`config.mk`:
```
export PLATFORM = sky130hd
export DESIGN_NAME = gsmr_menu_relay
export DESIGN_NICKNAME = d
export VERILOG_FILES = /design/src/logic/gsmr_pkg.sv /design/src/logic/gsmr_key_if.sv /design/src/logic/gsmr_menu_relay.sv /design/src/logic/gsmr_key_sync.sv /design/src/logic/gsmr_tick_gen.sv
export SDC_FILE = /design/constraint.sdc
export NUM_CORES = 1
export LEC_CHECK = 0
export ABC_AREA = 1
export BUFFER_PORTS_ARGS = -buffer_cell sky130_fd_sc_hd__buf_4
export CAP_MARGIN = 30
export CORE_MARGIN = 8
export CORE_UTILIZATION = 50
export DETAILED_ROUTE_END_ITERATION = 10
export PLACE_DENSITY = 0.74
export SKIP_CTS_REPAIR_TIMING = 1
export SYNTH_ARGS = -nofsm -noshare
export SYNTH_HDL_FRONTEND = slang
export SYNTH_HIERARCHICAL = 1
export SYNTH_SLANG_ARGS = --single-unit
```
`constraint.sdc`:
```
create_clock -name clk_i -period 3.55 [get_ports clk_i]
set_clock_uncertainty 0.05 [all_clocks]
set_input_delay 0.5325 -clock clk_i [delete_from_list [all_inputs] [get_ports clk_i]]
set_output_delay 0.5325 -clock clk_i [all_outputs]
set_load 0.01 [all_outputs]
```
`src/logic/gsmr_pkg.sv`:
```
// Constants, layouts and types shared by the setup menu and relay block
package gsmr_pkg;
  // Timing: module clock and local time tick
  localparam int unsigned CLK_HZ = 200_000_000;
  localparam int unsigned TICK_US = 1000;
  localparam int unsigned TICK_CYC = CLK_HZ / 1_000_000 * TICK_US;
  localparam int unsigned TICKS_PER_S = 1_000_000 / TICK_US;
  localparam int unsigned SETUP_HOLD_S = 3;
  localparam int unsigned DEF_HOLD_S = 5;
  localparam int unsigned CNT_W = 13;
  localparam logic [CNT_W-1:0] SETUP_HOLD_TICKS =
    CNT_W'(SETUP_HOLD_S * TICKS_PER_S);
  localparam logic [CNT_W-1:0] DEF_HOLD_TICKS =
    CNT_W'(DEF_HOLD_S * TICKS_PER_S);
  // Settings: setpoints and zero in mTorr, span in Torr
  localparam int unsigned VAL_W = 16;
  localparam logic [VAL_W-1:0] SP_ON_DEF = 16'h0064;
  localparam logic [VAL_W-1:0] SP_OFF_DEF = 16'h00C8;
  localparam logic [VAL_W-1:0] ZERO_DEF = 16'h0000;
  localparam logic [VAL_W-1:0] SPAN_DEF = 16'h02F8;
  localparam logic [VAL_W-1:0] STEP = 16'h0001;
  // Register map, byte addresses
  localparam int unsigned ADDR_W = 8;
  localparam logic [ADDR_W-1:0] OFS_CFG = 8'h00;
  localparam logic [ADDR_W-1:0] OFS_STATUS = 8'h04;
  localparam logic [ADDR_W-1:0] OFS_SP_ON = 8'h08;
  localparam logic [ADDR_W-1:0] OFS_SP_OFF = 8'h0C;
  localparam logic [ADDR_W-1:0] OFS_ZERO = 8'h10;
  localparam logic [ADDR_W-1:0] OFS_SPAN = 8'h14;
  localparam int unsigned CFG_INHIBIT_BIT = 0;
  localparam logic CFG_INHIBIT_RST = 1'h0;
  localparam int unsigned STATUS_RELAY_BIT = 8;
  localparam int unsigned STATUS_DISP_LSB = 12;
  localparam logic [1:0] RESP_OKAY = 2'h0;
  localparam logic [1:0] RESP_SLVERR = 2'h2;
  localparam logic [1:0] RESP_DECERR = 2'h3;
  // Key pins
  localparam int unsigned NKEYS = 3;
  localparam int unsigned KEY_SEL = 0;
  localparam int unsigned KEY_UP = 1;
  localparam int unsigned KEY_DN = 2;
  // Menu states
  typedef enum logic [6:0] {
    ST_NORM = 7'h01,
    ST_ENTER = 7'h02,
    ST_DEF = 7'h04,
    ST_SP_ON = 7'h08,
    ST_SP_OFF = 7'h10,
    ST_ZERO = 7'h20,
    ST_SPAN = 7'h40
  } gsmr_state_t;
  // Readout content
  typedef enum logic [1:0] {
    DISP_PRESSURE = 2'h0,
    DISP_VALUE = 2'h1,
    DISP_ZERO = 2'h2,
    DISP_DEFAULTS_PENDING = 2'h3
  } gsmr_disp_t;
endpackage : gsmr_pkg

```
`src/logic/gsmr_key_if.sv`:
```
// Debounced key levels and edge pulses between key conditioner and menu
`timescale 1ns/1ps
interface gsmr_key_if;
  logic [gsmr_pkg::NKEYS-1:0] level;
  logic [gsmr_pkg::NKEYS-1:0] rise;
  logic [gsmr_pkg::NKEYS-1:0] fall;
  modport src (output level, output rise, output fall);
  modport dst (input level, input rise, input fall);
endinterface : gsmr_key_if

```
`src/logic/gsmr_menu_relay.sv`:
```
// Setup menu controller, setpoint relay and register slave for the gauge
//
// Summary of operation
// - Up held 5 s restores every factory default, then normal display.
// - While up is held toward reset, readout shows defaults-pending.
// - Up released before 5 s returns to normal display, settings kept.
// - Select held 3 s from normal display enters setup at turn-on value.
// - Relay energises when pressure falls below turn-on setpoint (100).
// - Relay de-energises when pressure rises above turn-off setpoint (200).
// - At setpoint steps up/down adjust; select saves and advances.
// - After turn-off step, zero adjust shows 000; zero default is 000.
// - In zero adjust, down stores present reading as zero and exits.
// - In zero adjust, select advances to span, zero unchanged.
// - Span step shows span (default 760 Torr); up/down change it.
// - Brief select at span step exits without saving span.
// - Select held 3 s at span step stores new span and exits.
//
// Our own choices: the register offsets and the AXI4-Lite register port.
`timescale 1ns/1ps
module gsmr_menu_relay #(
  parameter int unsigned TICK_CYC = gsmr_pkg::TICK_CYC
) (
  input wire logic clk_i,
  input wire logic rst_i,
  // Front-panel switch pins
  input wire logic key_sel_i,
  input wire logic key_up_i,
  input wire logic key_dn_i,
  // Measured pressure in mTorr from the measurement logic
  input wire logic [gsmr_pkg::VAL_W-1:0] pressure_i,
  // Readout and relay
  output gsmr_pkg::gsmr_disp_t disp_code_o,
  output logic [gsmr_pkg::VAL_W-1:0] disp_val_o,
  output logic defaults_pending_indicator_o,
  output logic relay_o,
  // AXI4-Lite slave
  input wire logic [gsmr_pkg::ADDR_W-1:0] s_axi_awaddr,
  input wire logic s_axi_awvalid,
  output logic s_axi_awready,
  input wire logic [31:0] s_axi_wdata,
  input wire logic [3:0] s_axi_wstrb,
  input wire logic s_axi_wvalid,
  output logic s_axi_wready,
  output logic [1:0] s_axi_bresp,
  output logic s_axi_bvalid,
  input wire logic s_axi_bready,
  input wire logic [gsmr_pkg::ADDR_W-1:0] s_axi_araddr,
  input wire logic s_axi_arvalid,
  output logic s_axi_arready,
  output logic [31:0] s_axi_rdata,
  output logic [1:0] s_axi_rresp,
  output logic s_axi_rvalid,
  input wire logic s_axi_rready
);
  import gsmr_pkg::*;

  gsmr_key_if keys ();
  logic tick;

  // Key conditioning and time base
  gsmr_key_sync u_keys (
    .clk_i(clk_i),
    .rst_i(rst_i),
    .key_i({key_dn_i, key_up_i, key_sel_i}),
    .keys(keys)
  );

  gsmr_tick_gen #(.TICK_CYC(TICK_CYC)) u_tick (
    .clk_i(clk_i),
    .rst_i(rst_i),
    .tick_o(tick)
  );

  gsmr_state_t state_ff;
  gsmr_state_t nxt_state;
  logic [VAL_W-1:0] sp_on_ff;
  logic [VAL_W-1:0] sp_off_ff;
  logic [VAL_W-1:0] zero_ff;
  logic [VAL_W-1:0] span_ff;
  logic [VAL_W-1:0] edit_ff;
  logic [VAL_W-1:0] nxt_sp_on;
  logic [VAL_W-1:0] nxt_sp_off;
  logic [VAL_W-1:0] nxt_zero;
  logic [VAL_W-1:0] nxt_span;
  logic [VAL_W-1:0] nxt_edit;
  logic arm_ff;
  logic nxt_arm;
  logic [CNT_W-1:0] cnt_ff;
  logic [CNT_W-1:0] nxt_cnt;
  logic relay_ff;
  logic nxt_relay;
  logic inhibit_ff;
  gsmr_disp_t disp_code_ff;
  gsmr_disp_t nxt_disp_code;
  logic [VAL_W-1:0] disp_val_ff;
  logic [VAL_W-1:0] nxt_disp_val;
  logic def_ind_ff;

  // Named key events
  wire logic sel_lvl = keys.level[KEY_SEL];
  wire logic up_lvl = keys.level[KEY_UP];
  wire logic sel_rise = keys.rise[KEY_SEL];
  wire logic up_rise = keys.rise[KEY_UP];
  wire logic dn_rise = keys.rise[KEY_DN];
  wire logic setup_done = (cnt_ff >= SETUP_HOLD_TICKS);
  wire logic def_done = (cnt_ff >= DEF_HOLD_TICKS);
  wire logic [VAL_W-1:0] edit_up = edit_ff + STEP;
  wire logic [VAL_W-1:0] edit_dn = edit_ff - STEP;
  wire logic [VAL_W-1:0] edit_adj = up_rise ? edit_up :
                                    dn_rise ? edit_dn : edit_ff;
  wire logic [VAL_W-1:0] press_net = (pressure_i > zero_ff) ?
                                     pressure_i - zero_ff : 16'h0000;

  // Menu sequencing
  always_comb begin
    nxt_state = state_ff;
    nxt_sp_on = sp_on_ff;
    nxt_sp_off = sp_off_ff;
    nxt_zero = zero_ff;
    nxt_span = span_ff;
    nxt_edit = edit_ff;
    nxt_arm = arm_ff;
    nxt_cnt = (arm_ff && tick && !(&cnt_ff)) ? cnt_ff + CNT_W'(1) : cnt_ff;
    unique case (state_ff)
      ST_NORM: begin
        nxt_arm = 1'h0;
        nxt_cnt = '0;
        if (sel_rise) begin
          nxt_state = ST_ENTER;
          nxt_arm = 1'h1;
        end else if (up_rise) begin
          nxt_state = ST_DEF;
          nxt_arm = 1'h1;
        end
      end
      ST_ENTER: begin
        if (!sel_lvl) begin
          nxt_state = ST_NORM;
        end else if (setup_done) begin
          nxt_state = ST_SP_ON;
          nxt_edit = sp_on_ff;
          nxt_arm = 1'h0;
        end
      end
      ST_DEF: begin
        if (!up_lvl) begin
          nxt_state = ST_NORM;
        end else if (def_done) begin
          nxt_state = ST_NORM;
          nxt_sp_on = SP_ON_DEF;
          nxt_sp_off = SP_OFF_DEF;
          nxt_zero = ZERO_DEF;
          nxt_span = SPAN_DEF;
        end
      end
      ST_SP_ON: begin
        nxt_edit = edit_adj;
        if (sel_rise) begin
          nxt_sp_on = edit_ff;
          nxt_edit = sp_off_ff;
          nxt_state = ST_SP_OFF;
        end
      end
      ST_SP_OFF: begin
        nxt_edit = edit_adj;
        if (sel_rise) begin
          nxt_sp_off = edit_ff;
          nxt_state = ST_ZERO;
        end
      end
      ST_ZERO: begin
        if (dn_rise) begin
          nxt_zero = pressure_i;
          nxt_state = ST_NORM;
        end else if (sel_rise) begin
          nxt_edit = span_ff;
          nxt_state = ST_SPAN;
        end
      end
      ST_SPAN: begin
        if (!arm_ff) begin
          nxt_edit = edit_adj;
          nxt_cnt = '0;
          nxt_arm = sel_rise;
        end else if (setup_done) begin
          nxt_span = edit_ff;
          nxt_state = ST_NORM;
        end else if (!sel_lvl) begin
          nxt_state = ST_NORM;
        end
      end
    endcase
  end

  // Readout selection for the next state
  always_comb begin
    nxt_disp_code = DISP_PRESSURE;
    nxt_disp_val = press_net;
    unique case (nxt_state)
      ST_NORM, ST_ENTER: begin
        nxt_disp_code = DISP_PRESSURE;
      end
      ST_DEF: begin
        nxt_disp_code = DISP_DEFAULTS_PENDING;
        nxt_disp_val = 16'h0000;
      end
      ST_ZERO: begin
        nxt_disp_code = DISP_ZERO;
        nxt_disp_val = 16'h0000;
      end
      ST_SP_ON, ST_SP_OFF, ST_SPAN: begin
        nxt_disp_code = DISP_VALUE;
        nxt_disp_val = nxt_edit;
      end
    endcase
  end

  // Setpoint relay with hysteresis and software inhibit
  always_comb begin
    nxt_relay = relay_ff;
    if (pressure_i < sp_on_ff) begin
      nxt_relay = 1'h1;
    end else if (pressure_i > sp_off_ff) begin
      nxt_relay = 1'h0;
    end
    if (inhibit_ff) begin
      nxt_relay = 1'h0;
    end
  end

  // Menu, settings and hold counter registers
  always_ff @(posedge clk_i) begin
    if (rst_i) begin
      state_ff <= ST_NORM;
      sp_on_ff <= SP_ON_DEF;
      sp_off_ff <= SP_OFF_DEF;
      zero_ff <= ZERO_DEF;
      span_ff <= SPAN_DEF;
      edit_ff <= 16'h0000;
      arm_ff <= 1'h0;
      cnt_ff <= '0;
    end else begin
      state_ff <= nxt_state;
      sp_on_ff <= nxt_sp_on;
      sp_off_ff <= nxt_sp_off;
      zero_ff <= nxt_zero;
      span_ff <= nxt_span;
      edit_ff <= nxt_edit;
      arm_ff <= nxt_arm;
      cnt_ff <= nxt_cnt;
    end
  end

  // Output registers
  always_ff @(posedge clk_i) begin
    if (rst_i) begin
      relay_ff <= 1'h0;
      disp_code_ff <= DISP_PRESSURE;
      disp_val_ff <= 16'h0000;
      def_ind_ff <= 1'h0;
    end else begin
      relay_ff <= nxt_relay;
      disp_code_ff <= nxt_disp_code;
      disp_val_ff <= nxt_disp_val;
      def_ind_ff <= (nxt_state == ST_DEF);
    end
  end

  assign relay_o = relay_ff;
  assign disp_code_o = disp_code_ff;
  assign disp_val_o = disp_val_ff;
  assign defaults_pending_indicator_o = def_ind_ff;

  // AXI4-Lite write channel state
  logic awready_ff;
  logic wready_ff;
  logic bvalid_ff;
  logic [1:0] bresp_ff;
  logic [ADDR_W-1:0] awaddr_ff;
  logic [31:0] wdata_ff;
  logic [3:0] wstrb_ff;
  wire logic aw_take = s_axi_awvalid & awready_ff;
  wire logic w_take = s_axi_wvalid & wready_ff;
  wire logic wr_do = ~awready_ff & ~wready_ff & ~bvalid_ff;
  wire logic wr_cfg = (awaddr_ff == OFS_CFG);
  wire logic wr_ro = (awaddr_ff == OFS_STATUS) ||
                     (awaddr_ff == OFS_SP_ON) ||
                     (awaddr_ff == OFS_SP_OFF) ||
                     (awaddr_ff == OFS_ZERO) ||
                     (awaddr_ff == OFS_SPAN);
  wire logic [1:0] wr_resp = wr_cfg ? RESP_OKAY :
                             wr_ro ? RESP_SLVERR : RESP_DECERR;

  // Address and data taken in either order, answer after both
  always_ff @(posedge clk_i) begin
    if (rst_i) begin
      awready_ff <= 1'h1;
      wready_ff <= 1'h1;
      bvalid_ff <= 1'h0;
      bresp_ff <= RESP_OKAY;
      awaddr_ff <= '0;
      wdata_ff <= 32'h0;
      wstrb_ff <= 4'h0;
      inhibit_ff <= CFG_INHIBIT_RST;
    end else begin
      if (aw_take) begin
        awaddr_ff <= s_axi_awaddr;
        awready_ff <= 1'h0;
      end
      if (w_take) begin
        wdata_ff <= s_axi_wdata;
        wstrb_ff <= s_axi_wstrb;
        wready_ff <= 1'h0;
      end
      if (wr_do) begin
        bvalid_ff <= 1'h1;
        bresp_ff <= wr_resp;
        if (wr_cfg && wstrb_ff[0]) begin
          inhibit_ff <= wdata_ff[CFG_INHIBIT_BIT];
        end
      end
      if (bvalid_ff && s_axi_bready) begin
        bvalid_ff <= 1'h0;
        awready_ff <= 1'h1;
        wready_ff <= 1'h1;
      end
    end
  end

  assign s_axi_awready = awready_ff;
  assign s_axi_wready = wready_ff;
  assign s_axi_bvalid = bvalid_ff;
  assign s_axi_bresp = bresp_ff;

  // AXI4-Lite read channel
  logic arready_ff;
  logic rvalid_ff;
  logic [1:0] rresp_ff;
  logic [31:0] rdata_ff;
  logic [31:0] rd_mux;
  logic rd_hit;
  wire logic ar_take = s_axi_arvalid & arready_ff;
  wire logic [31:0] status_word = {16'h0000, 2'h0, disp_code_ff, 3'h0,
                                   relay_ff, 1'h0, state_ff};

  // Read data selection
  always_comb begin
    rd_mux = 32'h0;
    rd_hit = 1'h1;
    unique case (s_axi_araddr)
      OFS_CFG: rd_mux = {31'h0, inhibit_ff};
      OFS_STATUS: rd_mux = status_word;
      OFS_SP_ON: rd_mux = {16'h0000, sp_on_ff};
      OFS_SP_OFF: rd_mux = {16'h0000, sp_off_ff};
      OFS_ZERO: rd_mux = {16'h0000, zero_ff};
      OFS_SPAN: rd_mux = {16'h0000, span_ff};
      default: rd_hit = 1'h0;
    endcase
  end

  // One read in flight, data held until taken
  always_ff @(posedge clk_i) begin
    if (rst_i) begin
      arready_ff <= 1'h1;
      rvalid_ff <= 1'h0;
      rresp_ff <= RESP_OKAY;
      rdata_ff <= 32'h0;
    end else begin
      if (ar_take) begin
        arready_ff <= 1'h0;
        rvalid_ff <= 1'h1;
        rdata_ff <= rd_mux;
        rresp_ff <= rd_hit ? RESP_OKAY : RESP_DECERR;
      end else if (rvalid_ff && s_axi_rready) begin
        rvalid_ff <= 1'h0;
        arready_ff <= 1'h1;
      end
    end
  end

  assign s_axi_arready = arready_ff;
  assign s_axi_rvalid = rvalid_ff;
  assign s_axi_rresp = rresp_ff;
  assign s_axi_rdata = rdata_ff;
endmodule : gsmr_menu_relay

```
`src/logic/gsmr_key_sync.sv`:
```
// Three-stage key synchroniser with agreement filter and edge pulses
`timescale 1ns/1ps
module gsmr_key_sync (
  input wire logic clk_i,
  input wire logic rst_i,
  input wire logic [gsmr_pkg::NKEYS-1:0] key_i,
  gsmr_key_if.src keys
);
  import gsmr_pkg::*;

  logic [NKEYS-1:0] s1_ff;
  logic [NKEYS-1:0] s2_ff;
  logic [NKEYS-1:0] s3_ff;
  logic [NKEYS-1:0] lvl_ff;
  logic [NKEYS-1:0] rise_ff;
  logic [NKEYS-1:0] fall_ff;

  genvar k;
  generate
    for (k = 0; k < NKEYS; k++) begin : g_key
      // Level changes only when stages two and three agree
      always_ff @(posedge clk_i) begin
        if (rst_i) begin
          s1_ff[k] <= 1'h0;
          s2_ff[k] <= 1'h0;
          s3_ff[k] <= 1'h0;
          lvl_ff[k] <= 1'h0;
          rise_ff[k] <= 1'h0;
          fall_ff[k] <= 1'h0;
        end else begin
          s1_ff[k] <= key_i[k];
          s2_ff[k] <= s1_ff[k];
          s3_ff[k] <= s2_ff[k];
          if (s2_ff[k] == s3_ff[k]) begin
            lvl_ff[k] <= s3_ff[k];
          end
          rise_ff[k] <= (s2_ff[k] == s3_ff[k]) & s3_ff[k] & ~lvl_ff[k];
          fall_ff[k] <= (s2_ff[k] == s3_ff[k]) & ~s3_ff[k] & lvl_ff[k];
        end
      end
    end
  endgenerate

  // Pulses line up with the cycle the level first shows its new value
  assign keys.level = lvl_ff;
  assign keys.rise = rise_ff;
  assign keys.fall = fall_ff;
endmodule : gsmr_key_sync

```
`src/logic/gsmr_tick_gen.sv`:
```
// Free-running divider giving the one-cycle time tick for hold timing
`timescale 1ns/1ps
module gsmr_tick_gen #(
  parameter int unsigned TICK_CYC = gsmr_pkg::TICK_CYC
) (
  input wire logic clk_i,
  input wire logic rst_i,
  output logic tick_o
);
  logic [31:0] cnt_ff;
  logic tick_ff;
  wire logic wrap = (cnt_ff == 32'(TICK_CYC - 1));

  // Count clock cycles, pulse once per tick period
  always_ff @(posedge clk_i) begin
    if (rst_i) begin
      cnt_ff <= 32'h0;
      tick_ff <= 1'h0;
    end else begin
      cnt_ff <= wrap ? 32'h0 : cnt_ff + 32'h1;
      tick_ff <= wrap;
    end
  end

  assign tick_o = tick_ff;
endmodule : gsmr_tick_gen

```
==> reports/metrics.cfg, run 1 <==
[sta]
worstMarginPinSlew_ns=0.878
setup_violations=0
hold_slack_ns=0.167
rsz0062_at_grt=false
drv_slew=0
report.final.hold_viol_count=0
tns_ns=0
relSlewSlack_pct=41.3
fin_crit_ns=2.74
fmax_ghz=0.365
fin_crit_sh_pct=77.3

[floorplanning]
dieHeight_um=173
placementRows=57
io_pins=139
start_util_pct=50.8
fp.dieArea_sq_um=30000
die_w_um=173
core_area_sq_um=24300

[setup_path]
cp_max_fo=14
crit_type=flip-flop to flip-flop
critPathCaptureType=flip-flop
critical_path_arrival_ns=3.09
start_kind=flip-flop
required_ns=3.90

[final_layout]
antenna_cells=0
area_growth_pct=13.5
fin_area_sq_um=14000
final_nets=2042
drive_gt1_share_pct=11.3
utilization_pct=57.7

[cts]
clk_pin_slew_ns=0.07
root_buffer=clkbuf_16
clock_sinks=204
cts_buffers=25
clockBufferDepth=3
clk_latency_ns=0.52
htree_levels=1
cts_tree=done

[grt]
grt_pass1_vias=11800
grt_remaining_overflow=0
grt_first_pass_wirelength_um=63700
grtUsageTotal_pct=26.1
grt_max_degree=55
antenna_found_initial=0

[worst_hold_path]
hp-class=primary input to flip-flop

[drt]
vias=12500
vias_per_cell=5.55
drt_pass1_iterations=6
post_drt_wl_per_cell_um=18.0
antenna_left=0
drc=0
wl_um=40400
drt-initial-drc-count=1532

[power_and_ir_drop]
p_leak_nw=6.02
power_density_nw_per_um2=397
peakVddDrop_mv=0.329

[yosys]
syn_avg_cell_area_sq_um=6.71
yosys_warnings=6
syn_inst=1842
synth_area_sq_um=12400

[run]
maxCapViolations=0

[placed_design]
dpl.hpwl_um=30600
placed_cell_area_sq_um=13100
gp_congestion=1.02
io_buffers=88

[run_status]
outcome=finished, final reports clean

-- layout make-up --
cell class	instances	area, sq um
flip-flops and latches	204	4080
fillers	2376	10300
multi-input cells	1335	6970
clock inverters	10	184
inverters	238	896
clock buffers	35	723
well taps	324	405
repair buffers	101	758
-- placed cells by master, fill, tap and decap left out, types with 4 or more instances in the layout --
cell       count
nor2_4        11
nor2_2        18
nand2_2       11
o211ai_1      19
ha_1          58
conb_1        16
nand2_4        6
inv_2         13
nor3_1        25
o21ai_0       88
clkbuf_16     25
a21oi_1      136
nand3_1      110
buf_4        101
a22oi_1       15
o31ai_1       12
nand3_2        5
clkbuf_8       6
xnor2_1       22
dfxtp_1      204
clkbuf_1       4
a211oi_1       9
nor2_1       253
bufinv_16      5
nand2_1      407
nand4_1       27
inv_1        223
o221ai_1       8
xor2_1        17
o22ai_1       29
-- per-layer routing --
layer	global-route usage, %	vias to the layer above	share of wire [%]
met5	0	-	0
met4	9.99	0	3.9
met3	6.49	95	11
met2	40.1	623	42
met1	34.8	5646	42
li1	-	6099	-
-- worst max-delay path, cell delays in order (launching register included) --
cell	delay, ns
dfxtp_1	0.48
ha_1	0.22
inv_1	0.06
fa_1	0.44
nand3_1	0.12
nand2_1	0.10
nand3_1	0.10
nand3_1	0.11
nand2_1	0.09
nand3_1	0.14
nand2_1	0.38
nor2_1	0.08
nand3_1	0.15
nand2_1	0.09
-- sequential cells by signal, summed over array words and instances (netlist names), 7 cells and up --
name and flops:
edit_ff 16, s_axi_rdata 16, u_tick/cnt_ff 32, span_ff 16, state_ff 7, sp_off_ff 16
zero_ff 16, sp_on_ff 16, cnt_ff 13, awaddr_ff 8, disp_val_o 16
-- where the power goes --
| group | internal, mW | leakage (nW) | switching [mW] |
|---|---|---|---|
| sequential | 2.33 | 1.65 | 0.0250 |
| clock | 1.78 | 0.445 | 1.04 |
| combinational | 0.156 | 3.93 | 0.239 |
| total | 4.27 | 6.02 | 1.30 |
-- worst paths after layout --
path	cells past startpoint	start	slack, ns	to
min reg2reg	2	u_keys/s1_ff[1]$_SDFF_PP0_	0.36	u_keys/s2_ff[1]$_SDFF_PP0_
min	3	key_sel_i	0.17	u_keys/s1_ff[0]$_SDFF_PP0_
max reg2reg	13	zero_ff[0]$_SDFFE_PP0P_	0.81	disp_val_o[1]$_SDFF_PP0_
max	13	zero_ff[0]$_SDFFE_PP0P_	0.81	disp_val_o[1]$_SDFF_PP0_
-- metrics by stage --
step | power, mW | instances | setup WS, ns
CTS | 5.60 | 2247 | 0.907
floorplan | 2.66 | 1857 | 1.10
global route | 5.75 | 2247 | 0.685
detailed placement | 2.80 | 2202 | 0.648
global placement | 2.79 | 2202 | 0.752
finish | 5.57 | 2247 | 0.807
Note: power is estimated with default switching activity, not from simulation.
==> run 2, diff against run 1 <==
--- a/config.mk
+++ b/config.mk
@@ -11,7 +11,7 @@
 export CORE_MARGIN = 8
 export CORE_UTILIZATION = 50
 export DETAILED_ROUTE_END_ITERATION = 10
-export PLACE_DENSITY = 0.74
+export PLACE_DENSITY = 0.77
 export SKIP_CTS_REPAIR_TIMING = 1
 export SYNTH_ARGS = -nofsm -noshare
 export SYNTH_HDL_FRONTEND = slang
==> constraint.sdc (replaced) <==
create_clock -name clk_i -period 2.32 [get_ports clk_i]
set_clock_uncertainty 0.05 [all_clocks]
set_input_delay 0.348 -clock clk_i [delete_from_list [all_inputs] [get_ports clk_i]]
set_output_delay 0.348 -clock clk_i [all_outputs]
set_load 0.01 [all_outputs]
==> run 2 against run 1 <==
Clock power grew 44%. Via count grew 4.4%. Register-to-register slack lost 0.69 ns. Critical endpoint is now disp_val_o[14]$_SDFF_PP0_. Total power grew 49%. Global-route usage shrank 0.26 points. Sequential power grew 53%. Combinational power grew 64%. Worst hold slack lost 0.16 ns. Die area is the same.
==> reports/metrics.cfg, run 2 (same netlist as run 1, synthesis figures left out) <==
[run_status]
outcome=finished, final reports clean

[power_and_ir_drop]
p_leak_nw=6.52
peakVddDrop_mv=0.506
power_density_nw_per_um2=556
power_mw=8.30

[floorplanning]
dieHeight_um=173
placementRows=57
start_util_pct=50.8
core_area_sq_um=24300
fp.dieArea_sq_um=30000
die_w_um=173
io_pins=139

[setup_path]
crit_family=simple AND/OR/NAND/NOR gates
crit_top_cell=nand3_1
cp.depth=12
crit_path_top_delay_cell=dfxtp_1
critical_path_arrival_ns=2.58
cp_max_fo=4
cpPeakStageDelay_ns=0.40
reg2reg_slack_ns=0.11
start_kind=flip-flop
critPathCapture=disp_val_o[14]$_SDFF_PP0_
worst_r2r_endpoint=disp_val_o[14]$_SDFF_PP0_
critPathCaptureType=flip-flop
crit_type=flip-flop to flip-flop
crit_chain=ha_1, nand2_1, nor2_1, nand3_1, o21ai_2, nand3_2, inv_1, nand3_1, nand3_1, nand3_1, nand2_1, nand2_1
cp_num_buf_inv=1
crit_start=edit_ff[0]$_SDFF_PP0_
required_ns=2.69
worstReg2RegStart=edit_ff[0]$_SDFF_PP0_
reg2regPathDepth=12

[final_layout]
area_growth_pct=20.8
largest_register_ffs=32
fin_area_sq_um=14900
final_common_cell=nand2_1
regArea_sq_um=4090
multiInputGateArea_sq_um=7030
nFillCells=2243
drive_gt1_share_pct=17.1
utilization_pct=61.4
antenna_cells=0
final_nets=2148
final_cell_mix=404 x nand2_1, 249 x nor2_1, 220 x inv_1, 199 x dfxtp_1, 199 x buf_4
regMostFlops=u_tick/cnt_ff

[drt]
wl_met3_um=4760
vias_per_cell=5.53
post_drt_wl_per_cell_um=17.2
top_layer=met5
met2_length_um=17200
drt-initial-drc-count=1710
antenna_left=0
drc=0
wl_um=40500
drt_pass1_iterations=8
wirelength_met1_um=16800
vias=13000

[cts]
clk_pin_slew_ns=0.06
htree_levels=1
cts_tree=done
clk_latency_ns=0.53
root_buffer=clkbuf_16
clock_sinks=204
cts_buffers=24
clockBufferDepth=3

[sta]
drv_slew=0
fin_crit_ns=2.21
rsz0062_at_grt=true
report.final.hold_viol_count=0
tns_ns=0
layout_setup_ws_ns=0.114
relSlewSlack_pct=54.3
worstMarginPinSlew_ns=0.680
fmax_ghz=0.453
setup_violations=0
fin_crit_sh_pct=95.1

[grt]
antenna_found_initial=1
grt_remaining_overflow=0
grt_first_pass_wirelength_um=64200
grtUsageTotal_pct=25.9
grt_pass1_vias=12200
grt_max_degree=50

[run]
maxCapViolations=0

[worst_hold_path]
hp-class=primary input to flip-flop

[placed_design]
gp_congestion=1.05
post-place-ws_ns=-0.0473
io_buffers=88
placed_cell_area_sq_um=13900
dpl.hpwl_um=30900

## run 2: worst min path at each step
stage	endpoint	slack [ns]	depth (start not counted)	start
6_report	u_keys/s1_ff[1]$_SDFF_PP0_	0.01	3	key_up_i
5_1_grt	u_keys/s1_ff[1]$_SDFF_PP0_	0.007	3	key_up_i
4_1_cts	u_keys/s1_ff[2]$_SDFF_PP0_	-0.03	3	key_dn_i
3_5_place_dp	u_keys/s2_ff[2]$_SDFF_PP0_	0.34	2	u_keys/s1_ff[2]$_SDFF_PP0_
3_3_place_gp	u_keys/s2_ff[1]$_SDFF_PP0_	0.34	2	u_keys/s1_ff[1]$_SDFF_PP0_
2_1_floorplan	u_keys/s2_ff[1]$_SDFF_PP0_	0.34	2	u_keys/s1_ff[1]$_SDFF_PP0_
## run 2: per-stage QoR
step / hold WS (ns) / cells
6_report: 0.00963 / 2353
5_1_grt: 0.00724 / 2353
4_1_cts: -0.0265 / 2345
3_5_place_dp: 0.344 / 2301
3_3_place_gp: 0.343 / 2301
2_1_floorplan: 0.338 / 1857
## run 2: report_power, final
group          switching (mW)  leakage (nW)  total (mW)  internal, mW
sequential             0.0359          1.66        3.60          3.57
combinational           0.377          4.45       0.646         0.269
clock                    1.54         0.411        4.05          2.51
## run 2: final cells by class
cell class	count	share of cell area [%]
clock buffers	32	4.57
clock inverters	12	1.15
inverters	238	6.08
multi-input cells	1335	47.1
flip-flops and latches	204	27.4
well taps	324	2.72
repair buffers	207	10.9
repair inverters	1	0.0335
## run 2: metal layers
layer | GRT usage, % | up-vias
met4 | 10.4 | 2
met2 | 39.9 | 669
met5 | 0 | -
met3 | 6.47 | 125
met1 | 34.0 | 5904
li1 | - | 6309
## run 2: worst register-to-register path, cell delays in order (launching register included)
cell and delay (ns):
dfxtp_1 0.40, ha_1 0.20, nand2_1 0.06, nor2_1 0.13, nand3_1 0.12, o21ai_2 0.18, nand3_2 0.19, inv_1 0.15
nand3_1 0.08, nand3_1 0.09, nand3_1 0.21, nand2_1 0.18, nand2_1 0.07
